$ cat config.mk
export PLATFORM = sky130hd
export DESIGN_NAME = nacb_csr_bank
export DESIGN_NICKNAME = d
export VERILOG_FILES = /design/src/nacb_pkg.sv /design/src/nacb_csr_bank.sv /design/src/nacb_tick.sv
export SDC_FILE = /design/constraint.sdc
export NUM_CORES = 1
export LEC_CHECK = 0
export BUFFER_PORTS_ARGS = -buffer_cell sky130_fd_sc_hd__clkbuf_2
export CAP_MARGIN = 20
export CORE_ASPECT_RATIO = 1.25
export CORE_UTILIZATION = 42
export CTS_BUF_LIST = sky130_fd_sc_hd__clkbuf_2
export DETAILED_ROUTE_END_ITERATION = 10
export HOLD_SLACK_MARGIN = 0.15
export PLACE_DENSITY_LB_ADDON = 0.15
export SYNTH_ARGS = -nofsm -noshare
export SYNTH_HDL_FRONTEND = slang
export SYNTH_SLANG_ARGS = --single-unit
$ cat constraint.sdc
create_clock -name clk_sys -period 2 [get_ports clk_sys]
set_input_delay 0.4 -clock clk_sys [delete_from_list [all_inputs] [get_ports clk_sys]]
set_output_delay 0.4 -clock clk_sys [all_outputs]
set_load 0.05 [all_outputs]
$ cat src/nacb_pkg.sv
// Package: constants, register map and carriers for the auxiliary CSR bank
// How it works
// - TX desc-unavail irq needs bit2 and bit16
// - TX stopped irq needs bit1 and bit15
// - TX done irq needs bit0 and bit16
// - Missed counter counts frames dropped without descriptor
// - Reading missed counter returns then clears it
// - Overflow flag bit16 sticks, cleared on read
// - EEPROM read gated by bit14 and select
// - EEPROM write gated by bit13 and select
// - Select bit11 gates the EEPROM read and write enables
// - Bit3 reads EEPROM serial data, resets one
// - Bit2 drives serial data into EEPROM
// - Bit0 drives EEPROM chip select, resets one
// - Timer counts down once per 204 us
// - Bit16 selects continuous timer mode
// - Bit30 picks CRC-16 seed zeros or ones
// - Bit29 enables pattern one wake match
// - Summary enables gate normal and abnormal sources
// - Timer irq needs bit11 and bit15
package nacb_pkg;
    // ------------------------------------------------------------
    // Register offsets
    // ------------------------------------------------------------
    localparam logic [7:0] OFS_IRQ_EN  = 8'h38;
    localparam logic [7:0] OFS_MISSED  = 8'h40;
    localparam logic [7:0] OFS_EEPROM  = 8'h48;
    localparam logic [7:0] OFS_TIMER   = 8'h58;
    localparam logic [7:0] OFS_WAKEUP  = 8'h68;
    // ------------------------------------------------------------
    // Field positions
    // ------------------------------------------------------------
    localparam int IE_TX_DONE   = 0;
    localparam int IE_TX_STOP   = 1;
    localparam int IE_TX_UNAV   = 2;
    localparam int IE_TIMER     = 11;
    localparam int IE_ABNORMAL  = 15;
    localparam int IE_NORMAL    = 16;
    localparam int MF_OVF       = 16;
    localparam int EP_CS        = 0;
    localparam int EP_CLK       = 1;
    localparam int EP_DIN       = 2;
    localparam int EP_DOUT      = 3;
    localparam int EP_SEL       = 11;
    localparam int EP_WR        = 13;
    localparam int EP_RD        = 14;
    localparam int TM_CONT      = 16;
    localparam int WK_PAT1      = 29;
    localparam int WK_CRC       = 30;
    // ------------------------------------------------------------
    // Reset values and seed constants
    // ------------------------------------------------------------
    localparam logic [16:0] IRQ_EN_RST  = 17'h00000;
    localparam logic [3:0]  EEPROM_RST  = 4'hF;
    localparam logic [16:0] TIMER_RST   = 17'h00000;
    localparam logic [1:0]  WAKEUP_RST  = 2'h0;
    localparam logic [15:0] CRC_SEED_0  = 16'h0000;
    localparam logic [15:0] CRC_SEED_1  = 16'hFFFF;
    // ------------------------------------------------------------
    // Timing
    // ------------------------------------------------------------
    localparam int CLK_MHZ      = 25;
    localparam int TICK_US      = 204;
    localparam int TICK_CYCLES  = TICK_US * CLK_MHZ;
    // ------------------------------------------------------------
    // Carriers
    // ------------------------------------------------------------
    typedef struct packed {
        logic        wr;
        logic        rd;
        logic [7:0]  addr;
        logic [31:0] wdata;
    } nacb_bus_s;
    typedef struct packed {
        logic clk;
        logic cs;
        logic din;
        logic rd_en;
        logic wr_en;
    } nacb_eeprom_s;
endpackage : nacb_pkg

$ cat src/nacb_csr_bank.sv
// Module: auxiliary CSR bank with missed counter, EEPROM port and timer
`timescale 1ns/10ps
module nacb_csr_bank
    import nacb_pkg::*;
#(
    parameter int TICK_PERIOD = TICK_CYCLES
) (
    input  wire logic        clk_sys,
    input  wire logic        rst,
    input  wire logic [7:0]  bus_addr,
    input  wire logic [31:0] bus_wdata,
    input  wire logic        bus_wr,
    input  wire logic        bus_rd,
    output logic      [31:0] bus_rdata,
    input  wire logic        frame_dropped,
    input  wire logic        ev_tx_done,
    input  wire logic        ev_tx_stopped,
    input  wire logic        ev_tx_unavail,
    input  wire logic        eeprom_dout,
    output logic             eeprom_clk,
    output logic             eeprom_cs,
    output logic             eeprom_din,
    output logic             eeprom_rd_en,
    output logic             eeprom_wr_en,
    output logic             irq_tx_done,
    output logic             irq_tx_stopped,
    output logic             irq_tx_unavail,
    output logic             irq_timer,
    output logic             timer_expired,
    output logic [15:0]      crc_seed,
    output logic             pattern_one_match_en
);
    // ------------------------------------------------------------
    // Bus decode
    // ------------------------------------------------------------
    nacb_bus_s bus;
    assign bus = '{wr: bus_wr, rd: bus_rd, addr: bus_addr, wdata: bus_wdata};

    // Matches an access strobe to one register
    function automatic logic hit(input logic strobe, input logic [7:0] a, input logic [7:0] ofs);
        hit = strobe && (a == ofs);
    endfunction : hit

    logic wr_ie, wr_ep, wr_tm, wr_wk, rd_mf;
    assign wr_ie = hit(bus.wr, bus.addr, OFS_IRQ_EN);
    assign wr_ep = hit(bus.wr, bus.addr, OFS_EEPROM);
    assign wr_tm = hit(bus.wr, bus.addr, OFS_TIMER);
    assign wr_wk = hit(bus.wr, bus.addr, OFS_WAKEUP);
    assign rd_mf = hit(bus.rd, bus.addr, OFS_MISSED);

    // ------------------------------------------------------------
    // Interrupt enable mask
    // ------------------------------------------------------------
    logic [16:0] ie_q;
    // Software-written enables, reset to zero
    always_ff @(posedge clk_sys) begin
        if (rst) begin
            ie_q <= IRQ_EN_RST;
        end else if (wr_ie) begin
            ie_q <= 17'h00000;
            ie_q[IE_TX_DONE]  <= bus.wdata[IE_TX_DONE];
            ie_q[IE_TX_STOP]  <= bus.wdata[IE_TX_STOP];
            ie_q[IE_TX_UNAV]  <= bus.wdata[IE_TX_UNAV];
            ie_q[IE_TIMER]    <= bus.wdata[IE_TIMER];
            ie_q[IE_ABNORMAL] <= bus.wdata[IE_ABNORMAL];
            ie_q[IE_NORMAL]   <= bus.wdata[IE_NORMAL];
        end
    end

    // ------------------------------------------------------------
    // Missed frame counter
    // ------------------------------------------------------------
    logic [15:0] mf_q;
    logic        ovf_q;
    logic        mf_wrap;
    assign mf_wrap = frame_dropped && (mf_q == 16'hFFFF);
    // Count drops; read clears, a drop in the read cycle counts as one
    always_ff @(posedge clk_sys) begin
        if (rst) begin
            mf_q <= 16'h0000;
        end else if (rd_mf) begin
            mf_q <= {15'h0000, frame_dropped};
        end else if (frame_dropped) begin
            mf_q <= mf_q + 16'h0001;
        end
    end
    // Sticky overflow, read clear wins over set
    always_ff @(posedge clk_sys) begin
        if (rst) begin
            ovf_q <= 1'b0;
        end else if (mf_wrap && !rd_mf) begin
            ovf_q <= 1'b1;
        end else if (rd_mf) begin
            ovf_q <= 1'b0;
        end
    end

    // ------------------------------------------------------------
    // EEPROM serial port
    // ------------------------------------------------------------
    logic [3:0] ep_q;  // din, clk, cs in low bits; bit 3 unused
    logic       ep_sel_q, ep_rd_q, ep_wr_q, dout_q;
    // Port bits, software toggles the clock bit
    always_ff @(posedge clk_sys) begin
        if (rst) begin
            ep_q     <= EEPROM_RST;
            ep_sel_q <= 1'b0;
            ep_rd_q  <= 1'b0;
            ep_wr_q  <= 1'b0;
        end else if (wr_ep) begin
            ep_q[EP_CS]  <= bus.wdata[EP_CS];
            ep_q[EP_CLK] <= bus.wdata[EP_CLK];
            ep_q[EP_DIN] <= bus.wdata[EP_DIN];
            ep_q[EP_DOUT] <= 1'b1;
            ep_sel_q     <= bus.wdata[EP_SEL];
            ep_rd_q      <= bus.wdata[EP_RD];
            ep_wr_q      <= bus.wdata[EP_WR];
        end
    end
    // Capture EEPROM data line, reads one after reset
    always_ff @(posedge clk_sys) begin
        if (rst) begin
            dout_q <= 1'b1;
        end else begin
            dout_q <= eeprom_dout;
        end
    end
    // Pins follow port bits, read and write enables gated by select
    nacb_eeprom_s ep_d;
    always_comb begin
        ep_d.clk   = ep_q[EP_CLK];
        ep_d.cs    = ep_q[EP_CS];
        ep_d.din   = ep_q[EP_DIN];
        ep_d.rd_en = ep_sel_q && ep_rd_q;
        ep_d.wr_en = ep_sel_q && ep_wr_q;
    end
    always_ff @(posedge clk_sys) begin
        if (rst) begin
            eeprom_clk   <= 1'b1;
            eeprom_cs    <= 1'b1;
            eeprom_din   <= 1'b1;
            eeprom_rd_en <= 1'b0;
            eeprom_wr_en <= 1'b0;
        end else begin
            eeprom_clk   <= ep_d.clk;
            eeprom_cs    <= ep_d.cs;
            eeprom_din   <= ep_d.din;
            eeprom_rd_en <= ep_d.rd_en;
            eeprom_wr_en <= ep_d.wr_en;
        end
    end

    // ------------------------------------------------------------
    // General-purpose countdown timer
    // ------------------------------------------------------------
    typedef enum logic [0:0] {TM_IDLE, TM_RUN} nacb_tm_e;
    nacb_tm_e    tm_state_q;
    logic [15:0] tm_load_q, tm_cnt_q;
    logic        tm_cont_q, tick;

    nacb_tick #(
        .PERIOD (TICK_PERIOD)
    ) u_tick (
        .clk_sys (clk_sys),
        .rst     (rst),
        .tick_q  (tick)
    );

    // Load value and mode
    always_ff @(posedge clk_sys) begin
        if (rst) begin
            tm_load_q <= TIMER_RST[15:0];
            tm_cont_q <= TIMER_RST[TM_CONT];
        end else if (wr_tm) begin
            tm_load_q <= bus.wdata[15:0];
            tm_cont_q <= bus.wdata[TM_CONT];
        end
    end
    // Countdown state machine
    always_ff @(posedge clk_sys) begin
        if (rst) begin
            tm_state_q    <= TM_IDLE;
            tm_cnt_q      <= 16'h0000;
            timer_expired <= 1'b0;
        end else begin
            timer_expired <= 1'b0;
            if (wr_tm) begin
                tm_cnt_q   <= bus.wdata[15:0];
                tm_state_q <= (bus.wdata[15:0] != 16'h0000) ? TM_RUN : TM_IDLE;
            end else begin
                case (tm_state_q)
                    TM_IDLE: begin
                        tm_state_q <= TM_IDLE;
                    end
                    TM_RUN: begin
                        if (tick) begin
                            if (tm_cnt_q == 16'h0001) begin
                                timer_expired <= 1'b1;
                                if (tm_cont_q) begin
                                    tm_cnt_q <= tm_load_q;
                                end else begin
                                    tm_cnt_q   <= 16'h0000;
                                    tm_state_q <= TM_IDLE;
                                end
                            end else begin
                                tm_cnt_q <= tm_cnt_q - 16'h0001;
                            end
                        end
                    end
                    default: begin
                        tm_state_q <= TM_IDLE;
                    end
                endcase
            end
        end
    end

    // ------------------------------------------------------------
    // Wake-up control
    // ------------------------------------------------------------
    logic crc_sel_q;
    // Seed select and pattern one enable
    always_ff @(posedge clk_sys) begin
        if (rst) begin
            crc_sel_q            <= WAKEUP_RST[1];
            pattern_one_match_en <= WAKEUP_RST[0];
        end else if (wr_wk) begin
            crc_sel_q            <= bus.wdata[WK_CRC];
            pattern_one_match_en <= bus.wdata[WK_PAT1];
        end
    end
    always_ff @(posedge clk_sys) begin
        if (rst) begin
            crc_seed <= CRC_SEED_0;
        end else begin
            crc_seed <= crc_sel_q ? CRC_SEED_1 : CRC_SEED_0;
        end
    end

    // ------------------------------------------------------------
    // Interrupt gating
    // ------------------------------------------------------------
    // Per-source enable ANDed with its summary enable
    always_ff @(posedge clk_sys) begin
        if (rst) begin
            irq_tx_done    <= 1'b0;
            irq_tx_stopped <= 1'b0;
            irq_tx_unavail <= 1'b0;
            irq_timer      <= 1'b0;
        end else begin
            irq_tx_unavail <= ev_tx_unavail && ie_q[IE_TX_UNAV] && ie_q[IE_NORMAL];
            irq_tx_stopped <= ev_tx_stopped && ie_q[IE_TX_STOP] && ie_q[IE_ABNORMAL];
            irq_tx_done    <= ev_tx_done && ie_q[IE_TX_DONE] && ie_q[IE_NORMAL];
            irq_timer      <= timer_expired && ie_q[IE_TIMER] && ie_q[IE_ABNORMAL];
        end
    end

    // ------------------------------------------------------------
    // Read mux
    // ------------------------------------------------------------
    logic [31:0] rd_d;
    always_comb begin
        rd_d = 32'h00000000;
        case (bus.addr)
            OFS_IRQ_EN: rd_d = {15'h0000, ie_q};
            OFS_MISSED: rd_d = {15'h0000, ovf_q, mf_q};
            OFS_EEPROM: begin
                rd_d[EP_RD]   = ep_rd_q;
                rd_d[EP_WR]   = ep_wr_q;
                rd_d[EP_SEL]  = ep_sel_q;
                rd_d[EP_DOUT] = dout_q;
                rd_d[EP_DIN]  = ep_q[EP_DIN];
                rd_d[EP_CLK]  = ep_q[EP_CLK];
                rd_d[EP_CS]   = ep_q[EP_CS];
            end
            OFS_TIMER:  rd_d = {15'h0000, tm_cont_q, tm_cnt_q};
            OFS_WAKEUP: begin
                rd_d[WK_CRC]  = crc_sel_q;
                rd_d[WK_PAT1] = pattern_one_match_en;
            end
            default:    rd_d = 32'h00000000;
        endcase
    end
    // Data stand one cycle after the strobe, zero otherwise
    always_ff @(posedge clk_sys) begin
        if (rst) begin
            bus_rdata <= 32'h00000000;
        end else begin
            bus_rdata <= bus.rd ? rd_d : 32'h00000000;
        end
    end
endmodule : nacb_csr_bank

$ cat src/nacb_tick.sv
// Module: periodic tick generator for the countdown timer
`timescale 1ns/10ps
module nacb_tick
    import nacb_pkg::*;
#(
    parameter int PERIOD = TICK_CYCLES
) (
    input  wire logic clk_sys,
    input  wire logic rst,
    output logic      tick_q
);
    // ------------------------------------------------------------
    // Divider
    // ------------------------------------------------------------
    // Refuse periods the 16-bit divider cannot count
    if (PERIOD < 2 || PERIOD > 65535) begin : g_bad_period
        $error("nacb_tick: PERIOD out of range");
    end
    localparam logic [15:0] LAST = 16'(PERIOD - 1);
    logic [15:0] cnt_q;
    // Count cycles, pulse once per period
    always_ff @(posedge clk_sys) begin
        if (rst) begin
            cnt_q  <= 16'h0000;
            tick_q <= 1'b0;
        end else if (cnt_q == LAST) begin
            cnt_q  <= 16'h0000;
            tick_q <= 1'b1;
        end else begin
            cnt_q  <= cnt_q + 16'h0001;
            tick_q <= 1'b0;
        end
    end
endmodule : nacb_tick

# After elaboration in Yosys (flattened, before gate mapping)

Index checks and enable logic that the tools add are counted.

$add $sub $neg: 3
Eq/ne operators: 8
Mux-type cells: 24
Bitwise operators: 4
Reductions and logical operators: 29

Operators with widths:

| cell                                                                    | number |
|---|---|
| 16-bit two-way mux                                                      | 6 |
| 16-bit by 1-bit adder with 16-bit output, second input constant         | 2 |
| 8-bit by 7-bit equality test with 1-bit output, second input constant   | 4 |
| 1-bit logical AND                                                       | 17 |
| 16-bit by 1-bit equality test with 1-bit output, second input constant  | 1 |
| 16-bit by 13-bit equality test with 1-bit output, second input constant | 1 |
| 16-bit equality test, second input constant                             | 1 |
| 4-bit case mux with 4 select lines                                      | 1 |
| 16-bit nonzero test                                                     | 1 |
| 16-bit by 1-bit subtractor with 16-bit output, second input constant    | 1 |
| 7-bit case mux with 2 select lines                                      | 1 |
| 2-bit case mux with 3 select lines                                      | 2 |
| 1-bit two-way mux                                                       | 11 |
| 8-bit by 6-bit equality test with 1-bit output, second input constant   | 1 |
| 2-bit nonzero test                                                      | 4 |
| 2-bit OR reduction                                                      | 3 |
| 1-bit inverter                                                          | 4 |
| 1-bit case mux with 2 select lines                                      | 2 |
| 1-bit case mux with 4 select lines                                      | 1 |
| 4-bit OR reduction                                                      | 1 |
| 3-bit OR reduction                                                      | 1 |
| 2-bit AND reduction                                                     | 1 |
| 1-bit logical NOT                                                       | 1 |

Register bits after elaboration: 141
Input bits: 49
Output and inout port bits: 59
Logic and storage cells: 99

# Longest topological paths before layout

Word-level depth: 5
Mapped depth: 8
Depth with buffers taken out: 7

# Cells and area by module

A second synthesis with hierarchy kept.

Cell total of the unflattened synthesis: 622
Area total of the unflattened synthesis: 5270.1 sq um

By module, submodules not included:

| module        | instances | cells each | area an instance (sq um) | sequential area each (sq um) |
|---|---|---|---|---|
| nacb_csr_bank | 1         | 538        | 4515.6                   | 1921.8 |
| nacb_tick     | 1         | 84         | 754.5                    | 340.3 |

# Least setup slack after synthesis

Ideal clock, no wire load.

Path kind: input -> register
Start: in bus_addr[1]
End: reg mf_q[3]
Setup time: 115 ps
Data arrival time: 1846 ps
Required time: 1885 ps
Slack: 39 ps
Stages: 6
Path buffers: 2
Cells stage by stage: or4_4 -> buf_6 -> nor4_4 -> a21o_4 -> buf_6 -> nor2_1

Cells in the longest elaborated chain, start to end: 3

Ends and longest elaborated chain:

| item                                           | RTL line            | text |
|---|---|---|
| start, declared                                | nacb_csr_bank.sv:10 | `input wire logic [7:0] bus_addr,` |
| 8-bit by 7-bit equality test with 1-bit output | nacb_csr_bank.sv:41 | `hit = strobe && (a == ofs);` |
| 1-bit logical AND                              | nacb_csr_bank.sv:41 |  |
| 2-bit OR reduction (no line)                   | -                   |  |
| end signal, assigned                           | nacb_csr_bank.sv:82 | `mf_q <= {15'h0000, frame_dropped};` |
| end signal, assigned                           | nacb_csr_bank.sv:84 | `mf_q <= mf_q + 16'h0001;` |
| end, declared                                  | nacb_csr_bank.sv:73 | `logic [15:0] mf_q;` |

Every way passes these cells.
A chain may end at the register's enable or synchronous reset.

# Final worst setup path

Start: reg tm_cnt_q[0]
End: reg tm_cnt_q[8]

Cells in the longest elaborated chain, start to end: 5
Elaborated cells on any way between the ends: 6
Those cells by class: add/sub (1); eq/ne (1); mux (4)

Ends and longest elaborated chain:

| item                                                                                                             | RTL line                                   | text |
|---|---|---|
| start, declared                                                                                                  | nacb_csr_bank.sv:158                       | `logic [15:0] tm_load_q, tm_cnt_q;` |
| start signal, assigned                                                                                           | nacb_csr_bank.sv:188                       | `tm_cnt_q <= bus.wdata[15:0];` |
| start signal, assigned                                                                                           | nacb_csr_bank.sv:200                       | `tm_cnt_q <= tm_load_q;` |
| start signal, assigned                                                                                           | nacb_csr_bank.sv:206                       | `tm_cnt_q <= tm_cnt_q - 16'h0001;` |
| 16-bit by 1-bit subtractor with 16-bit output or 16-bit by 1-bit equality test with 1-bit output (tied branches) | nacb_csr_bank.sv:206, nacb_csr_bank.sv:197 |  |
| 16-bit two-way mux (*)                                                                                           | nacb_csr_bank.sv:197                       | `if (tm_cnt_q == 16'h0001) begin` |
| 16-bit two-way mux (*)                                                                                           | nacb_csr_bank.sv:196                       | `if (tick) begin` |
| 16-bit two-way mux (*)                                                                                           | nacb_csr_bank.sv:191                       | `case (tm_state_q)` |
| 16-bit two-way mux (*)                                                                                           | nacb_csr_bank.sv:187                       | `if (wr_tm) begin` |

Every way passes the cells marked *; elsewhere a longest branch is shown, timed or not. The select of a mux whose other input is x is not followed.

==> results.yml <==
logic_synthesis:
  yosysTopAreaCell: "dfxtp_1"
  synth_edf_count: 0
  synthArstFlopShare_pct: 0
  yosysSeqAreaShare_pct: 43.6
  synth_flop_cell: "dfxtp_1"
  ys_top_cells_by_area: "dfxtp_1 44%, nand2_1 5.6%, nor2_1 5.4%, a21oi_1 4.3%, buf_4 4.2%"
  synth_cell_types: 64
  yosysWarnings: 0
  synth_area_um2: 5190
  syn_avg_cell_area_um2: 8.59
  netlist_top_cells_count: "113 x dfxtp_1, 77 x nand2_1, 75 x nor2_1"
  synth_top_area_share_pct: 43.6
  yosysMostFrequentCell: "dfxtp_1"
  ys_ff_latch: 113
  synth_cells: 604
sta:
  drv_slew: 0
  max_slew.worst_pin.slew_ps: 639
  finalCritPeriodShare_pct: 97.2
  min_period_ps: 1940
  slew_headroom_pct: 57.0
  setup_violations: 0
  hold_viol: 0
  setup_slack_ps: 56.1
  rsz0062_at_grt: "true"
  fmax_mhz: 514
  finalClockSkew_ps: 28.4
global_routing:
  grt_pass1_vias: 4514
  grt_usage_pct: 22.0
  grt_overflow: 0
  grt_pass1_wl_um: 21700
  grt_max_degree: 42
  antenna_found_initial: 1
critical_path:
  critPathMaxStageDelay_ps: 510
  cp_num_cells: 8
  worstSetupStartpoint: "tm_cnt_q[0]$_SDFFE_PP0P_"
  slowest_stage: "or4_1"
  crit_arrival_ps: 2540
  cp.buffers_inverters: 2
  critPathRequiredTime_ps: 2590
  r2r_start: "tm_cnt_q[0]$_SDFFE_PP0P_"
  r2r_end: "tm_cnt_q[8]$_SDFFE_PP0P_"
  path_max_fanout: 6
  critPathCaptureType: "register"
  setup.worst_path.end: "tm_cnt_q[8]$_SDFFE_PP0P_"
  critPathKind: "register to register"
  worst-r2r-cell-count: 8
  cpLargestDelayFamily: "simple AND/OR/NAND/NOR gates"
  crit_path_cell_trace: "buf_6 -> inv_4 -> ha_4 -> nor3b_4 -> nand2_1 -> or4_1 -> a41o_1 -> a21oi_2"
  cp-start-kind: "register"
  rrSetupSlack_ps: 60
floorplan:
  io-pin-count: 108
  start_util_pct: 42.8
  rows: 45
  fp.dieW_um: 101
  core-area_um2: 12100
  dieHeight_um: 126
  fp.dieArea_um2: 12800
final_layout:
  nFillCells: 1154
  seq_area_um2: 2270
  area_growth_pct: 24.8
  fin_nets: 784
  multi_input_area_um2: 2590
  drive_gt1_share_pct: 25.3
drt:
  drtPass1Iterations: 7
  wl_per_cell_um: 14.8
  finalWirelength_um: 13400
  first_iter_violations: 375
  vias: 4716
  via_per_inst: 5.19
  drtAntennaViolNets: 0
  post-route-drc-count: 0
clocking:
  cts.sinks: 113
  numCtsBuffers: 17
  cts_tree: "built"
  h-tree-depth: 4
  clock-root-buffer: "clkbuf_2"
  clk_pin_slew_worst_paths_ps: 170
  cts.path.max_buffers: 2
  insertion_delay_ps: 660
place:
  pre_cts_slack_ps: -37.4
  gp_congestion: 0.815
  port_buffers: 81
  dp_hpwl_um: 9540
power:
  p_leak_nw: 2.53
  powerDensity_nw_per_um2: 653
  ir_drop_mv: 0.355
  power_mw: 4.22
run:
  drv_cap: 0
worst_hold_path:
  hold_path.class: "input port to register"
status:
  status: "completed"
[flip-flops by register name, summed over array words and instances (netlist names), 3 cells and up]
name	count
bus_rdata	19
mf_q	16
tm_cnt_q	16
tm_load_q	16
u_tick.cnt_q	16
ie_q	6
ep_q	3
[layout make-up]
class                           count  area share, %
Antenna cell                        1         0.0387
Clock buffer                       18           1.39
Clock inverter                     13           2.61
Inverter                            7          0.445
Multi-Input combinational cell    432           40.1
Sequential cell                   113           35.0
Tap cell                          164           3.17
Timing Repair Buffer              160           17.3
[worst min path at each step]
stage	from	endpoint	cells after the start
after floorplan	u_tick.cnt_q[0]$_SDFF_PP0_	u_tick.cnt_q[0]$_SDFF_PP0_	1
after global placement	u_tick.cnt_q[0]$_SDFF_PP0_	u_tick.cnt_q[0]$_SDFF_PP0_	1
after detailed placement	u_tick.cnt_q[0]$_SDFF_PP0_	u_tick.cnt_q[0]$_SDFF_PP0_	1
after CTS	bus_addr[7]	bus_rdata[13]$_SDFF_PP0_	4
after global routing	bus_addr[0]	bus_rdata[13]$_SDFF_PP0_	4
final	bus_addr[7]	bus_rdata[13]$_SDFF_PP0_	4
[metal layers]
metal	up-vias	global-route usage [%]	wire length, um
met2	131	36.5	6630
met1	2229	27.5	5870
met3	20	5.05	647
li1	2336	-	-
met4	0	8.53	256
met5	-	0	0
[timing repair]
action                                  CTS  global route
hold buffers                             31             0
resized for setup                         2            21
buffers inserted                          0             4
endpoints found under the setup margin   17            31
pin swaps                                 1             9
hold endpoints to repair                 68             0
cloned                                    0             0
[per-stage QoR]
step                cell area [um2]  TNS (ps)  util, %  instances  hold slack (ps)
finish                         6470         0     53.4        908              226
global route                   6470     -4.56     53.4        908              187
CTS                            6360     -2.01     52.5        903              162
detailed placement             5780     -88.7     47.8        841              444
global placement               5780     -3.57     47.8        841              428
floorplan                      5230         0        -        616              418
[power by group]
part | total, mW | switching (mW) | internal, mW
combinational | 0.275 | 0.170 | 0.105
sequential | 2.28 | 0.0103 | 2.27
clock | 1.67 | 0.873 | 0.800
[logic make-up after synthesis]
kind of cell,share of synthesized area [%]
flip-flops,43.6
multiplexers,0.796
buffers and inverters,8.47
XOR/XNOR,5.40
AO/OA/AOI/OAI,13.5
adder cells (fa/ha/maj),0.965
AND/OR/NAND/NOR,27.1
other,0.0723
[tightest hold or removal path, stage by stage]
cell      delay (ps)
clkbuf_2          90
or4_4            170
or2_2            140
nor3_1            50
[layout by cell type (no fill, tap or decap), types with 5 or more instances in the layout]
master         instances
or2_2                  5
clkbuf_2              99
nand3_1               35
nand3b_1               5
nor4_1                10
xor2_1                18
nor2_1                75
a22oi_1               16
xnor2_1               14
nor3_1                12
dlygate4sd3_1         31
nand4_1               11
inv_1                  5
dfxtp_1              110
conb_1                13
nand2_1               77
a21oi_1               44
buf_4                 42
and3_1                 8
a311oi_1               8
o21ai_0                5
No activity file was read; power rests on OpenSTA's default activity.
